`src/core/ims_map.svh`:
```
// Register map, field positions, reset values and timing counts
`ifndef IMS_MAP_SVH
`define IMS_MAP_SVH

`define IMS_ADDR_DATA_X       7'h04
`define IMS_ADDR_DATA_Y       7'h06
`define IMS_ADDR_DATA_Z       7'h08
`define IMS_ADDR_RATE_CLK     7'h36
`define IMS_ADDR_RATE_HI      7'h37
`define IMS_ADDR_RANGE_FILT   7'h38
`define IMS_ADDR_RANGE_HI     7'h39
`define IMS_ADDR_DIAG         7'h3C
`define IMS_ADDR_HARD_X       7'h48
`define IMS_ADDR_HARD_Y       7'h4A
`define IMS_ADDR_SOFT_RATIO   7'h4C
`define IMS_ADDR_SOFT_ANGLE   7'h4E
`define IMS_ADDR_ALIGN        7'h50

`define IMS_RST_RATE_CLK      16'h0101
`define IMS_RST_RANGE_FILT    16'h0206
`define IMS_RST_ALIGN_INIT    8'h00
`define IMS_DIAG_OVR_BIT      4

`define IMS_ALIGN_CMD         8'h01
`define IMS_ST_IDLE           8'h00
`define IMS_ST_DONE           8'h0B
`define IMS_ST_BUSY           8'h0C

`define IMS_RANGE_SMALL       4'h1
`define IMS_RANGE_MID         4'h2
`define IMS_RANGE_LARGE       4'h4
`define IMS_LIM_SMALL         20'h061A8
`define IMS_LIM_MID           20'h0C350
`define IMS_LIM_LARGE         20'h186A0

`define IMS_PER_200HZ         10'h005
`define IMS_PER_100HZ         10'h00A
`define IMS_PER_50HZ          10'h014
`define IMS_PER_25HZ          10'h028
`define IMS_PER_20HZ          10'h032
`define IMS_PER_10HZ          10'h064
`define IMS_PER_5HZ           10'h0C8
`define IMS_PER_4HZ           10'h0FA
`define IMS_PER_2HZ           10'h1F4
`define IMS_PER_1HZ           10'h3E8

`define IMS_CLK_KHZ           125000
`define IMS_TICK_MS           1
`define IMS_TICK_CYCLES       (`IMS_TICK_MS * `IMS_CLK_KHZ)
`define IMS_READY_MS          100
`define IMS_READY_CYCLES      (`IMS_READY_MS * `IMS_CLK_KHZ)
`define IMS_STAB_S            5
`define IMS_STAB_CYCLES       (`IMS_STAB_S * 1000 * `IMS_CLK_KHZ)

`endif

```
`src/core/ims_pkg.sv`:
```
// Types shared by the configuration register bank
package ims_pkg;

   typedef struct packed {
      logic       wr;
      logic [6:0] addr;
      logic [7:0] data;
   } ims_spi_word_t;

   typedef struct packed {
      logic [3:0] spareHi;
      logic [3:0] outputRateSel;
      logic [6:0] spareLo;
      logic       useInternal;
   } ims_rate_clk_t;

   typedef struct packed {
      logic [3:0] spareHi;
      logic [3:0] rangeSel;
      logic [7:0] smoothingFilterSel;
   } ims_range_filt_t;

   typedef struct packed {
      logic [15:0] hardX;
      logic [15:0] hardY;
      logic [15:0] softRatio;
      logic [15:0] softAngle;
   } ims_align_res_t;

   typedef logic [2:0][19:0] ims_rate_raw_t;
   typedef logic [2:0][15:0] ims_rate_out_t;

   typedef enum logic [0:0] {AL_IDLE, AL_RUN} ims_align_state_t;

endpackage : ims_pkg

```
`src/core/ims_config_regs.sv`:
```
// Configuration register bank reached over the SPI slave port
`timescale 1ns/1ps
`include "ims_map.svh"
module ims_config_regs
   import ims_pkg::*;
#(
   parameter int unsigned TICK_CYCLES  = `IMS_TICK_CYCLES,
   parameter int unsigned READY_CYCLES = `IMS_READY_CYCLES,
   parameter int unsigned STAB_CYCLES  = `IMS_STAB_CYCLES
)
(
   input  wire logic           core_clk,
   input  wire logic           rst_n,
   input  wire logic           sclkPin,
   input  wire logic           mosiPin,
   input  wire logic           selectPin_n,
   input  wire logic           syncPin,
   input  wire ims_rate_raw_t  rateRaw,
   input  wire logic           alignDone,
   input  wire ims_align_res_t alignResult,
   output logic                miso,
   output logic                misoOe,
   output logic                dataReady,
   output logic                readyForUse,
   output logic                alignStart,
   output logic                nvmStore,
   output logic                stabilizeMode,
   output logic                useInternalClk,
   output logic [3:0]          outputRateSel,
   output logic [3:0]          rangeSel,
   output logic [7:0]          smoothingFilterSel,
   output ims_align_res_t      alignStore,
   output ims_rate_out_t       scaledRate
);
   ims_spi_word_t    rxWord;
   logic             rxValid;
   logic [15:0]      readBack;
   logic [15:0]      readData;
   logic [31:0]      readyCnt;
   logic             cmdValid;
   logic             cmdWrite;
   logic             diagRead;
   logic [6:0]       wordAddr;
   ims_rate_clk_t    rateClk;
   ims_range_filt_t  rangeFilt;
   logic [31:0]      msCnt;
   logic [1:0]       syncSync;
   logic             syncPrev;
   logic             msTick;
   logic [9:0]       ratePeriod;
   logic [9:0]       rateCnt;
   logic [1:0]       rangeShift;
   logic [19:0]      rangeLimit;
   logic [2:0]       exceed;
   logic             overRange;
   ims_align_state_t alignState;
   logic [7:0]       alignInit;
   logic [7:0]       alignStatus;
   logic             alignGo;
   logic [31:0]      stabCnt;

   ims_spi_shift u_spi
   (
      .core_clk    (core_clk),
      .rst_n       (rst_n),
      .sclkPin     (sclkPin),
      .mosiPin     (mosiPin),
      .selectPin_n (selectPin_n),
      .txWord      (readBack),
      .miso        (miso),
      .misoOe      (misoOe),
      .rxWord      (rxWord),
      .rxValid     (rxValid)
   );

   always_ff @(posedge core_clk)
   begin
      if (!rst_n)
      begin
         readyCnt    <= 32'h00000000;
         readyForUse <= 1'b0;
      end
      else if (!readyForUse)
      begin
         if (readyCnt == READY_CYCLES - 1)
            readyForUse <= 1'b1;
         readyCnt <= readyCnt + 32'h00000001;
      end
   end

   assign cmdValid = rxValid && readyForUse;
   assign cmdWrite = cmdValid && rxWord.wr;
   assign wordAddr = {rxWord.addr[6:1], 1'b0};
   assign diagRead = cmdValid && !rxWord.wr && (wordAddr == `IMS_ADDR_DIAG);

   always_ff @(posedge core_clk)
   begin
      if (!rst_n)
      begin
         rateClk   <= `IMS_RST_RATE_CLK;
         rangeFilt <= `IMS_RST_RANGE_FILT;
      end
      else if (cmdWrite)
      begin
         case (rxWord.addr)
            `IMS_ADDR_RATE_CLK:   rateClk.useInternal          <= rxWord.data[0];
            `IMS_ADDR_RATE_HI:    rateClk.outputRateSel        <= rxWord.data[3:0];
            `IMS_ADDR_RANGE_FILT: rangeFilt.smoothingFilterSel <= rxWord.data;
            `IMS_ADDR_RANGE_HI:   rangeFilt.rangeSel           <= rxWord.data[3:0];
            default:              rateClk                      <= rateClk;
         endcase
      end
   end

   assign useInternalClk     = rateClk.useInternal;
   assign outputRateSel      = rateClk.outputRateSel;
   assign rangeSel           = rangeFilt.rangeSel;
   assign smoothingFilterSel = rangeFilt.smoothingFilterSel;

   always_ff @(posedge core_clk)
   begin
      if (!rst_n)
      begin
         msCnt    <= 32'h00000000;
         syncSync <= 2'h0;
         syncPrev <= 1'b0;
      end
      else
      begin
         syncSync <= {syncSync[0], syncPin};
         syncPrev <= syncSync[1];
         if (msCnt == TICK_CYCLES - 1)
            msCnt <= 32'h00000000;
         else
            msCnt <= msCnt + 32'h00000001;
      end
   end

   assign msTick = rateClk.useInternal ? (msCnt == TICK_CYCLES - 1) : (syncSync[1] & ~syncPrev);

   // Rate code to period in ticks
   always_comb
   begin
      case (rateClk.outputRateSel)
         4'h1:    ratePeriod = `IMS_PER_200HZ;
         4'h2:    ratePeriod = `IMS_PER_100HZ;
         4'h3:    ratePeriod = `IMS_PER_50HZ;
         4'h4:    ratePeriod = `IMS_PER_25HZ;
         4'h5:    ratePeriod = `IMS_PER_20HZ;
         4'h6:    ratePeriod = `IMS_PER_10HZ;
         4'h7:    ratePeriod = `IMS_PER_5HZ;
         4'h8:    ratePeriod = `IMS_PER_4HZ;
         4'h9:    ratePeriod = `IMS_PER_2HZ;
         4'hA:    ratePeriod = `IMS_PER_1HZ;
         default: ratePeriod = 10'h000;
      endcase
   end

   always_ff @(posedge core_clk)
   begin
      if (!rst_n)
      begin
         rateCnt   <= 10'h000;
         dataReady <= 1'b0;
      end
      else if (msTick || ratePeriod == 10'h000)
      begin
         if (ratePeriod == 10'h000)
         begin
            rateCnt   <= 10'h000;
            dataReady <= 1'b0;
         end
         else if (rateCnt >= 10'(ratePeriod - 10'h001))
         begin
            rateCnt   <= 10'h000;
            dataReady <= 1'b1;
         end
         else
         begin
            rateCnt   <= 10'(rateCnt + 10'h001);
            dataReady <= 1'b0;
         end
      end
   end

   // Range to scale shift and limit
   always_comb
   begin
      case (rangeFilt.rangeSel)
         `IMS_RANGE_SMALL:
         begin
            rangeShift = 2'h0;
            rangeLimit = `IMS_LIM_SMALL;
         end
         `IMS_RANGE_LARGE:
         begin
            rangeShift = 2'h2;
            rangeLimit = `IMS_LIM_LARGE;
         end
         default:
         begin
            rangeShift = 2'h1;
            rangeLimit = `IMS_LIM_MID;
         end
      endcase
   end

   for (genvar ax = 0; ax < 3; ax++)
   begin : g_axis
      logic signed [19:0] raw;
      logic signed [19:0] shifted;
      logic [19:0]        mag;
      assign raw     = rateRaw[ax];
      assign mag     = raw[19] ? 20'(-raw) : raw;
      assign shifted = raw >>> rangeShift;
      assign exceed[ax] = mag > rangeLimit;
      always_ff @(posedge core_clk)
      begin
         if (!rst_n)
            scaledRate[ax] <= 16'h0000;
         else if (shifted > 20'sh07FFF)
            scaledRate[ax] <= 16'h7FFF;
         else if (shifted < 20'shF8000)
            scaledRate[ax] <= 16'h8000;
         else
            scaledRate[ax] <= shifted[15:0];
      end
   end

   always_ff @(posedge core_clk)
   begin
      if (!rst_n)
         overRange <= 1'b0;
      else if (|exceed)
         overRange <= 1'b1;
      else if (diagRead)
         overRange <= 1'b0;
   end

   assign alignGo = cmdWrite && (rxWord.addr == `IMS_ADDR_ALIGN) && (rxWord.data == `IMS_ALIGN_CMD)
                    && (alignState == AL_IDLE) && !stabilizeMode;

   always_ff @(posedge core_clk)
   begin
      if (!rst_n)
      begin
         alignState  <= AL_IDLE;
         alignStart  <= 1'b0;
         nvmStore    <= 1'b0;
         alignInit   <= `IMS_RST_ALIGN_INIT;
         alignStatus <= `IMS_ST_IDLE;
         alignStore  <= '0;
      end
      else
      begin
         alignStart <= 1'b0;
         nvmStore   <= 1'b0;
         case (alignState)
            AL_IDLE:
               if (alignGo)
               begin
                  alignState  <= AL_RUN;
                  alignStart  <= 1'b1;
                  alignInit   <= rxWord.data;
                  alignStatus <= `IMS_ST_BUSY;
               end
            AL_RUN:
               if (alignDone)
               begin
                  alignState  <= AL_IDLE;
                  alignStore  <= alignResult;
                  nvmStore    <= 1'b1;
                  alignInit   <= `IMS_RST_ALIGN_INIT;
                  alignStatus <= `IMS_ST_DONE;
               end
            default:
               alignState <= AL_IDLE;
         endcase
      end
   end

   always_ff @(posedge core_clk)
   begin
      if (!rst_n)
      begin
         stabCnt       <= 32'h00000000;
         stabilizeMode <= 1'b0;
      end
      else if (alignState == AL_RUN && alignDone)
      begin
         stabCnt       <= 32'h00000000;
         stabilizeMode <= 1'b1;
      end
      else if (stabilizeMode)
      begin
         if (stabCnt == STAB_CYCLES - 1)
            stabilizeMode <= 1'b0;
         stabCnt <= stabCnt + 32'h00000001;
      end
   end

   // Read mux of result and config registers
   always_comb
   begin
      readData = 16'h0000;
      case (wordAddr)
         `IMS_ADDR_DATA_X:     readData = scaledRate[0];
         `IMS_ADDR_DATA_Y:     readData = scaledRate[1];
         `IMS_ADDR_DATA_Z:     readData = scaledRate[2];
         `IMS_ADDR_RATE_CLK:   readData = rateClk;
         `IMS_ADDR_RANGE_FILT: readData = rangeFilt;
         `IMS_ADDR_DIAG:       readData[`IMS_DIAG_OVR_BIT] = overRange;
         `IMS_ADDR_HARD_X:     readData = alignStore.hardX;
         `IMS_ADDR_HARD_Y:     readData = alignStore.hardY;
         `IMS_ADDR_SOFT_RATIO: readData = alignStore.softRatio;
         `IMS_ADDR_SOFT_ANGLE: readData = alignStore.softAngle;
         `IMS_ADDR_ALIGN:      readData = {alignInit, alignStatus};
         default:              readData = 16'h0000;
      endcase
   end

   always_ff @(posedge core_clk)
   begin
      if (!rst_n)
         readBack <= 16'h0000;
      else if (cmdValid)
         readBack <= rxWord.wr ? 16'h0000 : readData;
   end
endmodule : ims_config_regs

```
`src/core/ims_spi_shift.sv`:
```
// SPI slave word shifter, mode 3, sampled by the core clock
`timescale 1ns/1ps
module ims_spi_shift
   import ims_pkg::*;
(
   input  wire logic          core_clk,
   input  wire logic          rst_n,
   input  wire logic          sclkPin,
   input  wire logic          mosiPin,
   input  wire logic          selectPin_n,
   input  wire logic [15:0]   txWord,
   output logic               miso,
   output logic               misoOe,
   output ims_spi_word_t      rxWord,
   output logic               rxValid
);
   logic [2:0]  sclkSync;
   logic [1:0]  mosiSync;
   logic [1:0]  selSync_n;
   logic [3:0]  bitCnt;
   logic [15:0] rxShift;
   logic [15:0] txShift;
   logic        sclkRise;
   logic        sclkFall;
   logic        active;

   always_ff @(posedge core_clk)
   begin
      if (!rst_n)
      begin
         sclkSync  <= 3'h7;
         mosiSync  <= 2'h0;
         selSync_n <= 2'h3;
      end
      else
      begin
         sclkSync  <= {sclkSync[1:0], sclkPin};
         mosiSync  <= {mosiSync[0], mosiPin};
         selSync_n <= {selSync_n[0], selectPin_n};
      end
   end

   assign sclkRise = sclkSync[1] & ~sclkSync[2];
   assign sclkFall = ~sclkSync[1] & sclkSync[2];
   assign active   = ~selSync_n[1];

   always_ff @(posedge core_clk)
   begin
      if (!rst_n)
      begin
         bitCnt  <= 4'h0;
         rxShift <= 16'h0000;
         txShift <= 16'h0000;
         rxWord  <= 16'h0000;
         rxValid <= 1'b0;
         miso    <= 1'b1;
         misoOe  <= 1'b0;
      end
      else
      begin
         rxValid <= 1'b0;
         misoOe  <= active;
         if (!active)
         begin
            bitCnt <= 4'h0;
         end
         else
         begin
            if (sclkFall)
            begin
               if (bitCnt == 4'h0)
               begin
                  miso    <= txWord[15];
                  txShift <= {txWord[14:0], 1'b0};
               end
               else
               begin
                  miso    <= txShift[15];
                  txShift <= {txShift[14:0], 1'b0};
               end
            end
            if (sclkRise)
            begin
               rxShift <= {rxShift[14:0], mosiSync[1]};
               bitCnt  <= 4'(bitCnt + 4'h1);
               if (bitCnt == 4'hF)
               begin
                  rxWord  <= {rxShift[14:0], mosiSync[1]};
                  rxValid <= 1'b1;
               end
            end
         end
      end
   end

endmodule : ims_spi_shift

```
`config.mk`:
```
export PLATFORM = sky130hd
export DESIGN_NAME = ims_config_regs
export DESIGN_NICKNAME = d
export VERILOG_FILES = /design/src/core/ims_pkg.sv /design/src/core/ims_config_regs.sv /design/src/core/ims_spi_shift.sv
export VERILOG_INCLUDE_DIRS = /design/src /design/src/core
export SDC_FILE = /design/constraint.sdc
export NUM_CORES = 1
export LEC_CHECK = 0
export ABC_CLOCK_PERIOD_IN_PS = 5400
export BUFFER_PORTS_ARGS = -buffer_cell sky130_fd_sc_hd__buf_2
export CORE_MARGIN = 4
export CORE_UTILIZATION = 35
export CTS_BUF_LIST = sky130_fd_sc_hd__clkbuf_8
export DETAILED_ROUTE_END_ITERATION = 16
export PLACE_DENSITY = 0.58
export SETUP_SLACK_MARGIN = 0.02
export SYNTH_ARGS = -nofsm -noshare
export SYNTH_HDL_FRONTEND = slang
export SYNTH_SLANG_ARGS = --single-unit
```
`constraint.sdc`:
```
create_clock -name core_clk -period 5.4 [get_ports core_clk]
set_input_delay 1.08 -clock core_clk [delete_from_list [all_inputs] [get_ports core_clk]]
set_output_delay 1.08 -clock core_clk [all_outputs]
set_load 0.005 [all_outputs]
```
Yosys cells after proc, flatten, opt, wreduce, memory -nomap -nowiden
Memories as Yosys holds them, arrays and structs flattened. A register that Yosys moved wholly into a read port is not among the register bits. Cells that the tools add are included.

Word-level logic and storage cells: 176. ROM bits: 160. Input bits: 131. Register bits: 338. Memories: 1. Output and inout bits: 136.

Bitwise gates (word level): 10. Muxes and demuxes: 42. Reduce and logical (&&, ||, !) cells: 34. Add/sub/neg operators: 9. Shift operators: 3. $lt $le $gt $ge: 10. Equal/unequal tests: 25.

Memories: (name not given) (words 16, width 10, read ports 1, clocked after memory_dff 1, write ports 0, RTL line ims_config_regs.sv:144) `case (rateClk.outputRateSel)`.

Operator list (number): 11-bit one-hot mux with 10 select lines (1); 32-bit by 1-bit adder with 32-bit output, second input constant (3); 16-bit 2-to-1 mux (5); 20-bit by 16-bit > comparator with 1-bit output, second input constant (3); 20-bit > comparator (3); 20-bit by 16-bit < comparator with 1-bit output, second input constant (3); 20-bit 2-to-1 mux (3); 20-bit negator (3); 20-bit by 2-bit >>> shifter with 20-bit output (3); 15-bit 2-to-1 mux (3); 4-bit one-hot mux with 10 select lines (1); 17-bit one-hot mux with 2 select lines (1); 32-bit by 17-bit == test with 1-bit output, second input constant (1); 32-bit by 24-bit == test with 1-bit output, second input constant (1); 32-bit by 30-bit == test with 1-bit output, second input constant (1); 8-bit 2-to-1 mux (4); 8-bit one-hot mux with 2 select lines (2); 6-bit == test, second input constant (5); 7-bit by 6-bit == test with 1-bit output, second input constant (4); 10-bit 2-to-1 mux (2); 6-bit by 5-bit == test with 1-bit output, second input constant (3); 2-bit AND reduction (9); 1-bit 2-to-1 mux (15); 2-bit OR reduction (7); 26 further kinds (47).

Logic depth before layout (Yosys ltp)
Gate-level depths: netlist of run 1.

Depth after elaboration: 8. Depth in mapped cells: 14. Gate-level depth less buffers: 14.

Cells and area by module
From an unflattened synthesis of run 1, not the netlist that was laid out.

Cells, all modules: 1998. Area, all modules: 16993.8 µm².

Modules (own cells, without submodules): ims_config_regs (cells each 1728, instances 1, area each 14645.3 µm², sequential area each 5645.4 µm²); ims_spi_shift (cells each 270, instances 1, area each 2348.5 µm², sequential area each 1201.2 µm²).

Least setup slack after synthesis of run 1
OpenSTA, ideal clock, no wires.

Path type: input -> register. Start: in rateRaw[45] in the netlist's numbering. End: reg overRange. Data required time: 5.280 ns. Buffers on the path: 1. Stages on the path: 13. Library setup time: 0.120 ns. Data arrival time: 3.806 ns. Path slack: 1.475 ns. Cells stage by stage: clkbuf_1 or4_1 or3_1 o21ai_0 xnor2_1 ha_1 a21oi_1 o21a_1 o211ai_1 a21o_1 a211oi_1 o22ai_1 o31a_1.

Cells in the longest elaborated chain, start to end: 5. Elaborated cells between the ends (all ways): 6. Classes of those cells: add/sub (1); order compare (1); mux (2); reduce/logical (2).

RTL lines: from (decl) (RTL line ims_config_regs.sv:18) `input wire ims_rate_raw_t rateRaw,`; 20-bit negator (RTL line ims_config_regs.sv:214) `assign mag = raw[19] ? 20'(-raw) : raw;`; 20-bit 2-to-1 mux (*) (RTL line ims_config_regs.sv:214); 20-bit > comparator (*) (RTL line ims_config_regs.sv:216) `assign exceed[ax] = mag > rangeLimit;`; 3-bit OR reduction (*) (RTL line ims_config_regs.sv:234) `else if (|exceed)`; 1-bit 2-to-1 mux or 2-bit nonzero test (tied branches); to (signal assigned) (RTL line ims_config_regs.sv:233) `overRange <= 1'b0;`; to (signal assigned) (RTL line ims_config_regs.sv:235) `overRange <= 1'b1;`; to (signal assigned) (RTL line ims_config_regs.sv:237) `overRange <= 1'b0;`; to (decl) (RTL line ims_config_regs.sv:55) `logic overRange;`.

Every way passes the cells marked *; elsewhere a longest branch is shown, timed or not. A chain may end at the register's enable or synchronous reset.

Worst setup path in the final report of run 1
Start: reg, netlist name rangeSel[1]. End: reg overRange.

Cells in the longest elaborated chain, start to end: 5. Elaborated cells between the ends (all ways): 9. Classes of those cells: order compare (3); eq/ne (2); mux (2); reduce/logical (2).

RTL lines: 4-bit by 3-bit == test with 1-bit output or 4-bit by 1-bit == test with 1-bit output (tied branches) (RTL line ims_config_regs.sv:189) `case (rangeFilt.rangeSel)`; 17-bit one-hot mux with 2 select lines (*) (RTL line ims_config_regs.sv:189); 20-bit > comparator (RTL line ims_config_regs.sv:216); 3-bit OR reduction (*) (RTL line ims_config_regs.sv:234); 1-bit 2-to-1 mux or 2-bit nonzero test (tied branches).

Marked as above.

==> results of run 1 <==
## sequential cells by signal, summed over array words and instances, names as in the netlist, 4 cells and up
name / flops
smoothingFilterSel: 8
u_spi.txShift: 15
rateCnt: 10
outputRateSel: 4
scaledRate: 48
ratePeriod: 10
rangeSel: 4
readBack: 16
u_spi.rxShift: 15
msCnt: 32
u_spi.rxWord: 16
readyCnt: 32
stabCnt: 32
alignInit: 8
alignStore: 64
u_spi.bitCnt: 4
## layout make-up
class | count | area (um2) | share of cell area (%)
Inverter | 39 | 146.4 | 0.7196
Multi-Input combinational cell | 1609 | 9922 | 48.77
Antenna cell | 1 | 2.502 | 0.01230
Clock buffer | 68 | 935.9 | 4.601
Tap cell | 664 | 830.8 | 4.084
Sequential cell | 342 | 6847 | 33.66
Timing Repair Buffer | 284 | 1485 | 7.301
Clock inverter | 31 | 173.9 | 0.8549
## placed cells by master, fill, tap and decap left out, drive strengths merged, types with 44 or more instances in the layout
cell / netlist / routed
a21boi: 111 / 111
a21oi: 44 / 44
and2: 54 / 54
buf: 18 / 284
clkbuf: 109 / 68
dfxtp: 342 / 342
ha: 60 / 60
inv: 39 / 65
nand2: 384 / 384
nand3: 91 / 91
nor2: 174 / 174
o21ai: 79 / 79
xnor2: 83 / 83
xor2: 56 / 56
## logic make-up (layout without fill, tap and decap cells)
kind of cell / count (synthesis) / in the layout / synth area share (%)
flip-flops: 342 / 342 / 39.39
other: 0 / 1 / 0
buffers and inverters: 166 / 422 / 3.685
adder cells (fa/ha/maj): 60 / 60 / 4.319
AO/OA/AOI/OAI: 419 / 419 / 17.05
XOR/XNOR: 139 / 139 / 7.004
multiplexers: 42 / 42 / 2.447
AND/OR/NAND/NOR: 949 / 949 / 26.11
## synthesized netlist by cell type (41+ instances only)
library cell	instances	share of area, %
sky130_fd_sc_hd__xnor2_1	83	4.2
sky130_fd_sc_hd__nor2_1	174	3.8
sky130_fd_sc_hd__mux2i_1	41	2.4
sky130_fd_sc_hd__and2_1	53	1.9
sky130_fd_sc_hd__a21boi_0	111	4.8
sky130_fd_sc_hd__ha_1	60	4.3
sky130_fd_sc_hd__o21ai_0	78	2.2
sky130_fd_sc_hd__nand2_1	384	8.3
sky130_fd_sc_hd__a21oi_1	44	1.3
sky130_fd_sc_hd__clkbuf_1	109	2.4
sky130_fd_sc_hd__xor2_1	56	2.8
sky130_fd_sc_hd__dfxtp_1	342	39
sky130_fd_sc_hd__nand3_1	91	2.6
## routing by layer
layer / up-vias / wire length [um] / GRT usage [%]
li1: 7841 / - / -
met2: 440 / 26620 / 34.31
met3: 89 / 3762 / 4.738
met5: - / 0 / 0
met4: 0 / 1731 / 6.503
met1: 7647 / 24400 / 25.91
## final timing paths
check,cells after the start,endpoint,from
worst min register to register,1,u_spi.selSync_n[1],u_spi.selSync_n[0]
worst max-delay path,12,overRange,rangeSel[1]
worst max register to register,12,overRange,rangeSel[1]
worst min-delay path,1,u_spi.selSync_n[1],u_spi.selSync_n[0]
## worst register-to-register path: cells and delay by family (launching register included)
family,cells,cell delay (ns)
simple gates,5,1.48
fa+ha+maj,1,0.38
compound gates,5,1.10
buf+inv,1,0.30
flops,1,0.36
## report_power, final
part           internal [uW]  switching, uW  leakage [uW]  total (uW)
combinational            157            222       0.00495         379
sequential              2560           36.3       0.00277        2590
clock                   1190           1080      0.000656        2260
## through the flow
stage	utilization [%]	power (uW)	setup WS (ns)	cell area, um2	hold slack [ns]
2_1_floorplan	-	2847	1.475	17380	0.3863
3_3_place_gp	39.21	3024	1.080	19230	0.4117
3_5_place_dp	39.21	3028	1.109	19230	0.4089
4_1_cts	41.47	5297	1.598	20340	0.4326
5_1_grt	41.47	5462	1.333	20340	0.4351
6_report	41.47	5237	1.669	20340	0.4249
==> flow_results.xml, run 1 <==
<?xml version="1.0" encoding="UTF-8"?>
<metrics>
  <group name="yosys">
    <metric name="synth_warnings" unit="">0</metric>
    <metric name="syn_inst" unit="">2117</metric>
    <metric name="synthesis.area" unit="um2">17380</metric>
    <metric name="synth_cell_types" unit="">67</metric>
    <metric name="synth_area_per_cell" unit="um2">8.211</metric>
    <metric name="synth.yosys.seq_area_share" unit="%">39.39</metric>
    <metric name="synth_edf_count" unit="">0</metric>
    <metric name="postSynthRegisterBits" unit="">342</metric>
    <metric name="syn_nets" unit="">2308</metric>
    <metric name="dominant_synthesized_flop_cell" unit="">sky130_fd_sc_hd__dfxtp_1</metric>
    <metric name="asyncSetResetFlopFracSynth" unit="%">0</metric>
  </group>
  <group name="clock_network">
    <metric name="cts_root_buf" unit="">sky130_fd_sc_hd__clkbuf_8</metric>
    <metric name="clock_tree_from_tritoncts" unit="">yes</metric>
    <metric name="ctsResizeCount" unit="">0</metric>
    <metric name="cts_max_path_buffers" unit="">3</metric>
    <metric name="clock_sinks" unit="">342</metric>
    <metric name="clock_tree.htree_level_count" unit="">2</metric>
    <metric name="post_cts_buffers" unit="">0</metric>
    <metric name="cts_hold_buf" unit="">0</metric>
    <metric name="numCtsBuffers" unit="">57</metric>
    <metric name="clkLatencyLatePin" unit="ns">0.65</metric>
    <metric name="clock_slew_seen_by_the_registers_of_the_worst_setup_and_hold_paths" unit="ns">0.06</metric>
  </group>
  <group name="routing">
    <metric name="drtIter0Drc" unit="">1064</metric>
    <metric name="wl_per_cell" unit="um">18.60</metric>
    <metric name="drc_errors" unit="">0</metric>
    <metric name="via_per_inst" unit="">5.272</metric>
    <metric name="via_count" unit="">16017</metric>
    <metric name="drt_first_pass_iters" unit="">7</metric>
    <metric name="detail-route-antenna-nets" unit="">0</metric>
    <metric name="postRouteWirelength" unit="mm">56.52</metric>
  </group>
  <group name="placement">
    <metric name="place_congestion" unit="">0.9332</metric>
    <metric name="buffer_ports.inserted" unit="">266</metric>
    <metric name="dpl.cell_count" unit="">2938</metric>
    <metric name="hpwl" unit="mm">41.73</metric>
  </group>
  <group name="critical_path">
    <metric name="critical_path.startpoint_type" unit="">flip-flop</metric>
    <metric name="cpPeakStageDelay" unit="ns">0.58</metric>
    <metric name="r2r_slack" unit="ns">1.67</metric>
    <metric name="worst_setup_path_end_kind" unit="">flip-flop</metric>
    <metric name="crit_family" unit="">simple AND/OR/NAND/NOR gates</metric>
    <metric name="setup.worst_path.class" unit="">flip-flop to flip-flop</metric>
    <metric name="timing.critical_path.cells" unit="">nor2_1 &gt; nand3b_1 &gt; nand2_1 &gt; inv_1 &gt; ha_1 &gt; a21oi_1 &gt; nor2b_1 &gt; o311ai_0 &gt; nand4_1 &gt; a31oi_1 &gt; o22ai_1 &gt; o31a_1</metric>
    <metric name="critical_path.max_fanout" unit="">18</metric>
    <metric name="timing.critical_path.arrival" unit="ns">4.23</metric>
    <metric name="timing.critical_path.required" unit="ns">5.90</metric>
    <metric name="crit_path_top_delay_cell" unit="">sky130_fd_sc_hd__nand2_1</metric>
    <metric name="critPathBufInv" unit="">1</metric>
  </group>
  <group name="pwr">
    <metric name="ir_worst_vdd" unit="V">0.0001644</metric>
    <metric name="powerDensity" unit="nW/um2">257.4</metric>
    <metric name="total_leakage_power" unit="uW">0.008378</metric>
  </group>
  <group name="timing">
    <metric name="hold_viol_final" unit="">0</metric>
    <metric name="max_freq" unit="MHz">268.0</metric>
    <metric name="setup_repair_after_global_routing_missed_its_margin" unit="">false</metric>
    <metric name="worst_pin_slew" unit="ns">1.187</metric>
    <metric name="post-route-min-period" unit="ns">3.731</metric>
    <metric name="worst_max_slew_margin_expressed_relative_to_the_limit" unit="%">20.87</metric>
    <metric name="fin_crit_sh" unit="%">69.09</metric>
    <metric name="totalNegativeSetupSlack" unit="ns">0</metric>
    <metric name="skew" unit="ns">0.03748</metric>
    <metric name="setup_viol" unit="">0</metric>
    <metric name="timing_max_transition_violations_final" unit="">0</metric>
  </group>
  <group name="floorplanning">
    <metric name="dieWidth" unit="um">230.9</metric>
    <metric name="initial_core_util" unit="%">35.44</metric>
    <metric name="die_area" unit="um2">53290</metric>
    <metric name="placement_rows" unit="">81</metric>
    <metric name="coreArea" unit="um2">49050</metric>
    <metric name="num_io_pins" unit="">267</metric>
    <metric name="die_height" unit="um">230.9</metric>
  </group>
  <group name="outcome">
    <metric name="status" unit="">complete, no violations</metric>
  </group>
  <group name="layout">
    <metric name="drive_above_1_share" unit="%">16.10</metric>
    <metric name="instances_no_fill" unit="">3038</metric>
    <metric name="syn2layout_area_growth" unit="%">17.03</metric>
    <metric name="filler_cells" unit="">5060</metric>
    <metric name="layout.nets" unit="">2524</metric>
  </group>
  <group name="global_route">
    <metric name="first_global_vias" unit="">15638</metric>
    <metric name="grt_overflow_total" unit="">0</metric>
    <metric name="antenna_violations_before_repair" unit="">0</metric>
    <metric name="grt_pass1_wl" unit="mm">87.73</metric>
    <metric name="pin_count_of_the_biggest_net_entering_global_routing" unit="">153</metric>
    <metric name="global_route.usage.total" unit="%">20.39</metric>
  </group>
  <group name="flow_run">
    <metric name="max_cap_viol_count" unit="">0</metric>
  </group>
  <group name="worst_hold_path">
    <metric name="class_of_the_worst_hold_path" unit="">flip-flop to flip-flop</metric>
  </group>
</metrics>
(Power assumes the default switching activity.)
==> run 2, diff against run 1 <==
--- a/config.mk
+++ b/config.mk
@@ -6,7 +6,7 @@
 export SDC_FILE = /design/constraint.sdc
 export NUM_CORES = 1
 export LEC_CHECK = 0
-export ABC_CLOCK_PERIOD_IN_PS = 5400
+export ABC_CLOCK_PERIOD_IN_PS = 3660
 export BUFFER_PORTS_ARGS = -buffer_cell sky130_fd_sc_hd__buf_2
 export CORE_MARGIN = 4
 export CORE_UTILIZATION = 35
==> constraint.sdc (replaced) <==
create_clock -name core_clk -period 3.66 [get_ports core_clk]
set_input_delay 0.732 -clock core_clk [delete_from_list [all_inputs] [get_ports core_clk]]
set_output_delay 0.732 -clock core_clk [all_outputs]
set_load 0.005 [all_outputs]
==> flow_results.xml, run 2 (synthesis gave the netlist of run 1 again) <==
<?xml version="1.0" encoding="UTF-8"?>
<metrics>
  <group name="layout">
    <metric name="drive_above_1_share" unit="%">18.23</metric>
    <metric name="instances_no_fill" unit="">3090</metric>
    <metric name="layout.nets" unit="">2570</metric>
    <metric name="largest_register" unit="">alignStore</metric>
    <metric name="utilization" unit="%">42.45</metric>
    <metric name="layout_top_registers" unit="">alignStore x64, scaledRate x48</metric>
    <metric name="largest_reg_flops" unit="">64</metric>
    <metric name="fin_area" unit="um2">20830</metric>
    <metric name="layout.cells.most_common" unit="">sky130_fd_sc_hd__nand2_1</metric>
    <metric name="most-common-layout-cells" unit="">383 x sky130_fd_sc_hd__nand2_1, 342 x sky130_fd_sc_hd__dfxtp_1, 265 x sky130_fd_sc_hd__buf_2</metric>
    <metric name="syn2layout_area_growth" unit="%">19.80</metric>
  </group>
  <group name="timing">
    <metric name="worst_max_slew_margin_expressed_relative_to_the_limit" unit="%">27.63</metric>
    <metric name="max_freq" unit="MHz">296.7</metric>
    <metric name="fin_crit_sh" unit="%">92.08</metric>
    <metric name="layout_setup_ws" unit="ns">0.2897</metric>
    <metric name="worst_pin_slew" unit="ns">1.083</metric>
    <metric name="post-route-min-period" unit="ns">3.370</metric>
    <metric name="hold_viol_final" unit="">0</metric>
    <metric name="setup_viol" unit="">0</metric>
    <metric name="setup_repair_after_global_routing_missed_its_margin" unit="">false</metric>
    <metric name="skew" unit="ns">0.04519</metric>
    <metric name="timing_max_transition_violations_final" unit="">0</metric>
  </group>
  <group name="routing">
    <metric name="drtIter0Drc" unit="">1159</metric>
    <metric name="drt_first_pass_iters" unit="">6</metric>
    <metric name="detail-route-antenna-nets" unit="">0</metric>
    <metric name="via_count" unit="">16276</metric>
    <metric name="via_per_inst" unit="">5.267</metric>
    <metric name="wl_per_cell" unit="um">18.55</metric>
    <metric name="postRouteWirelength" unit="mm">57.33</metric>
    <metric name="drc_errors" unit="">0</metric>
  </group>
  <group name="critical_path">
    <metric name="critical_path.startpoint_type" unit="">flip-flop</metric>
    <metric name="timing.critical_path.required" unit="ns">4.28</metric>
    <metric name="startpoint_of_the_worst_setup_timing_path" unit="">rangeSel[2]</metric>
    <metric name="timing.critical_path.arrival" unit="ns">3.99</metric>
    <metric name="critical_path.max_fanout" unit="">52</metric>
    <metric name="worst_setup_path_end_kind" unit="">flip-flop</metric>
    <metric name="setup.worst_path.class" unit="">flip-flop to flip-flop</metric>
    <metric name="rr_startpoint" unit="">rangeSel[2]</metric>
  </group>
  <group name="clock_network">
    <metric name="cts_root_buf" unit="">sky130_fd_sc_hd__clkbuf_8</metric>
    <metric name="clock_tree.htree_level_count" unit="">2</metric>
    <metric name="ctsResizeCount" unit="">0</metric>
    <metric name="clock_sinks" unit="">342</metric>
    <metric name="clock_slew_seen_by_the_registers_of_the_worst_setup_and_hold_paths" unit="ns">0.07</metric>
    <metric name="cts_hold_buf" unit="">0</metric>
    <metric name="numCtsBuffers" unit="">57</metric>
    <metric name="cts_max_path_buffers" unit="">3</metric>
    <metric name="clock_tree_from_tritoncts" unit="">yes</metric>
    <metric name="post_cts_buffers" unit="">0</metric>
    <metric name="clkLatencyLatePin" unit="ns">0.68</metric>
  </group>
  <group name="pwr">
    <metric name="internal_power" unit="uW">6040</metric>
    <metric name="total_leakage_power" unit="uW">0.008657</metric>
    <metric name="p_clk_share" unit="%">45.3</metric>
    <metric name="total_power" unit="uW">8083</metric>
    <metric name="swShare" unit="%">25.27</metric>
    <metric name="power.share.combinational" unit="%">7.3</metric>
    <metric name="seq_power_share" unit="%">47.4</metric>
    <metric name="powerDensity" unit="nW/um2">388.1</metric>
    <metric name="power_switching" unit="uW">2043</metric>
    <metric name="ir_worst_vdd" unit="V">0.0003009</metric>
  </group>
  <group name="global_route">
    <metric name="first_global_vias" unit="">15871</metric>
    <metric name="grt_pass1_wl" unit="mm">88.35</metric>
    <metric name="grt_overflow_total" unit="">0</metric>
    <metric name="antenna_violations_before_repair" unit="">1</metric>
    <metric name="global_route.usage.total" unit="%">20.71</metric>
    <metric name="pin_count_of_the_biggest_net_entering_global_routing" unit="">111</metric>
  </group>
  <group name="placement">
    <metric name="post_placement_cell_area" unit="um2">19560</metric>
    <metric name="hpwl" unit="mm">42.86</metric>
    <metric name="place_worst_setup_slack" unit="ns">-0.1979</metric>
    <metric name="buffer_ports.inserted" unit="">266</metric>
    <metric name="dpl.cell_count" unit="">2984</metric>
    <metric name="place_congestion" unit="">0.9311</metric>
  </group>
  <group name="floorplanning">
    <metric name="dieWidth" unit="um">230.9</metric>
    <metric name="num_io_pins" unit="">267</metric>
    <metric name="initial_core_util" unit="%">35.44</metric>
    <metric name="coreArea" unit="um2">49050</metric>
    <metric name="placement_rows" unit="">81</metric>
    <metric name="die_area" unit="um2">53290</metric>
    <metric name="die_height" unit="um">230.9</metric>
  </group>
  <group name="flow_run">
    <metric name="max_cap_viol_count" unit="">0</metric>
  </group>
  <group name="worst_hold_path">
    <metric name="class_of_the_worst_hold_path" unit="">primary input to flip-flop</metric>
    <metric name="timing.hold.worst.start" unit="">syncPin</metric>
  </group>
  <group name="outcome">
    <metric name="status" unit="">complete, no violations</metric>
  </group>
</metrics>
-- run 2: cell types whose count changed in the layout (fill, tap and decap cells not counted), moves of 2 or more --
cell / previous run / this run
sky130_fd_sc_hd__buf_4: 17 / 64
sky130_fd_sc_hd__clkbuf_8: 68 / 79
sky130_fd_sc_hd__clkinv_2: 2 / 7
sky130_fd_sc_hd__inv_1: 63 / 54
sky130_fd_sc_hd__inv_12: 0 / 2
-- run 2: worst max-delay path: stages (launching register included) --
cell and delay (ns):
sky130_fd_sc_hd__dfxtp_1 0.48, sky130_fd_sc_hd__nand3b_1 0.18, sky130_fd_sc_hd__buf_4 0.47, sky130_fd_sc_hd__inv_1 0.22, sky130_fd_sc_hd__buf_4 0.31, sky130_fd_sc_hd__ha_1 0.39, sky130_fd_sc_hd__nand4_1 0.13, sky130_fd_sc_hd__or3_1 0.33
sky130_fd_sc_hd__or3_1 0.34, sky130_fd_sc_hd__a32oi_1 0.27, sky130_fd_sc_hd__o31a_1 0.15
-- run 2: cell type report --
| type | count | area, um2 |
|---|---|---|
| fill | 5065 | 28230 |
| multi-input combinational | 1609 | 9920 |
| sequential | 342 | 6847 |
| timing repair buffer | 330 | 1818 |
| clock buffer | 79 | 1087 |
| tap | 664 | 830.8 |
| clock inverter | 26 | 173.9 |
| inverter | 39 | 146.4 |
| antenna | 1 | 2.502 |
-- run 2: final timing paths --
check	cells past startpoint	slack, ns	end
max reg2reg	10	0.29	overRange
max	10	0.29	overRange
min reg2reg	1	0.41	u_spi.selSync_n[1]
min	2	0.29	syncSync[0]
-- run 2: metal layers --
layer / GRT usage (%) / share of wire [%]
met2: 34.05 / 46
met4: 8.795 / 4.1
met1: 25.94 / 42
met3: 5.022 / 7.2
met5: 0 / 0.023
-- run 2: stage by stage --
step / hold slack, ns / setup TNS [ns]
floorplan: 0.3863 / 0
global placement: 0.4023 / -0.1107
detailed placement: 0.4034 / -0.1979
CTS: 0.2281 / 0
global route: 0.2534 / 0
finish: 0.2886 / 0
-- run 2: power by group through the flow --
stage	Sequential, uW	Clock (uW)	Combinational (uW)
after floorplan	3880	0	318
after global placement	3910	0	575
after detailed placement	3910	0	586
after CTS	3830	3770	589
after global routing	3830	3940	654
final	3830	3660	589
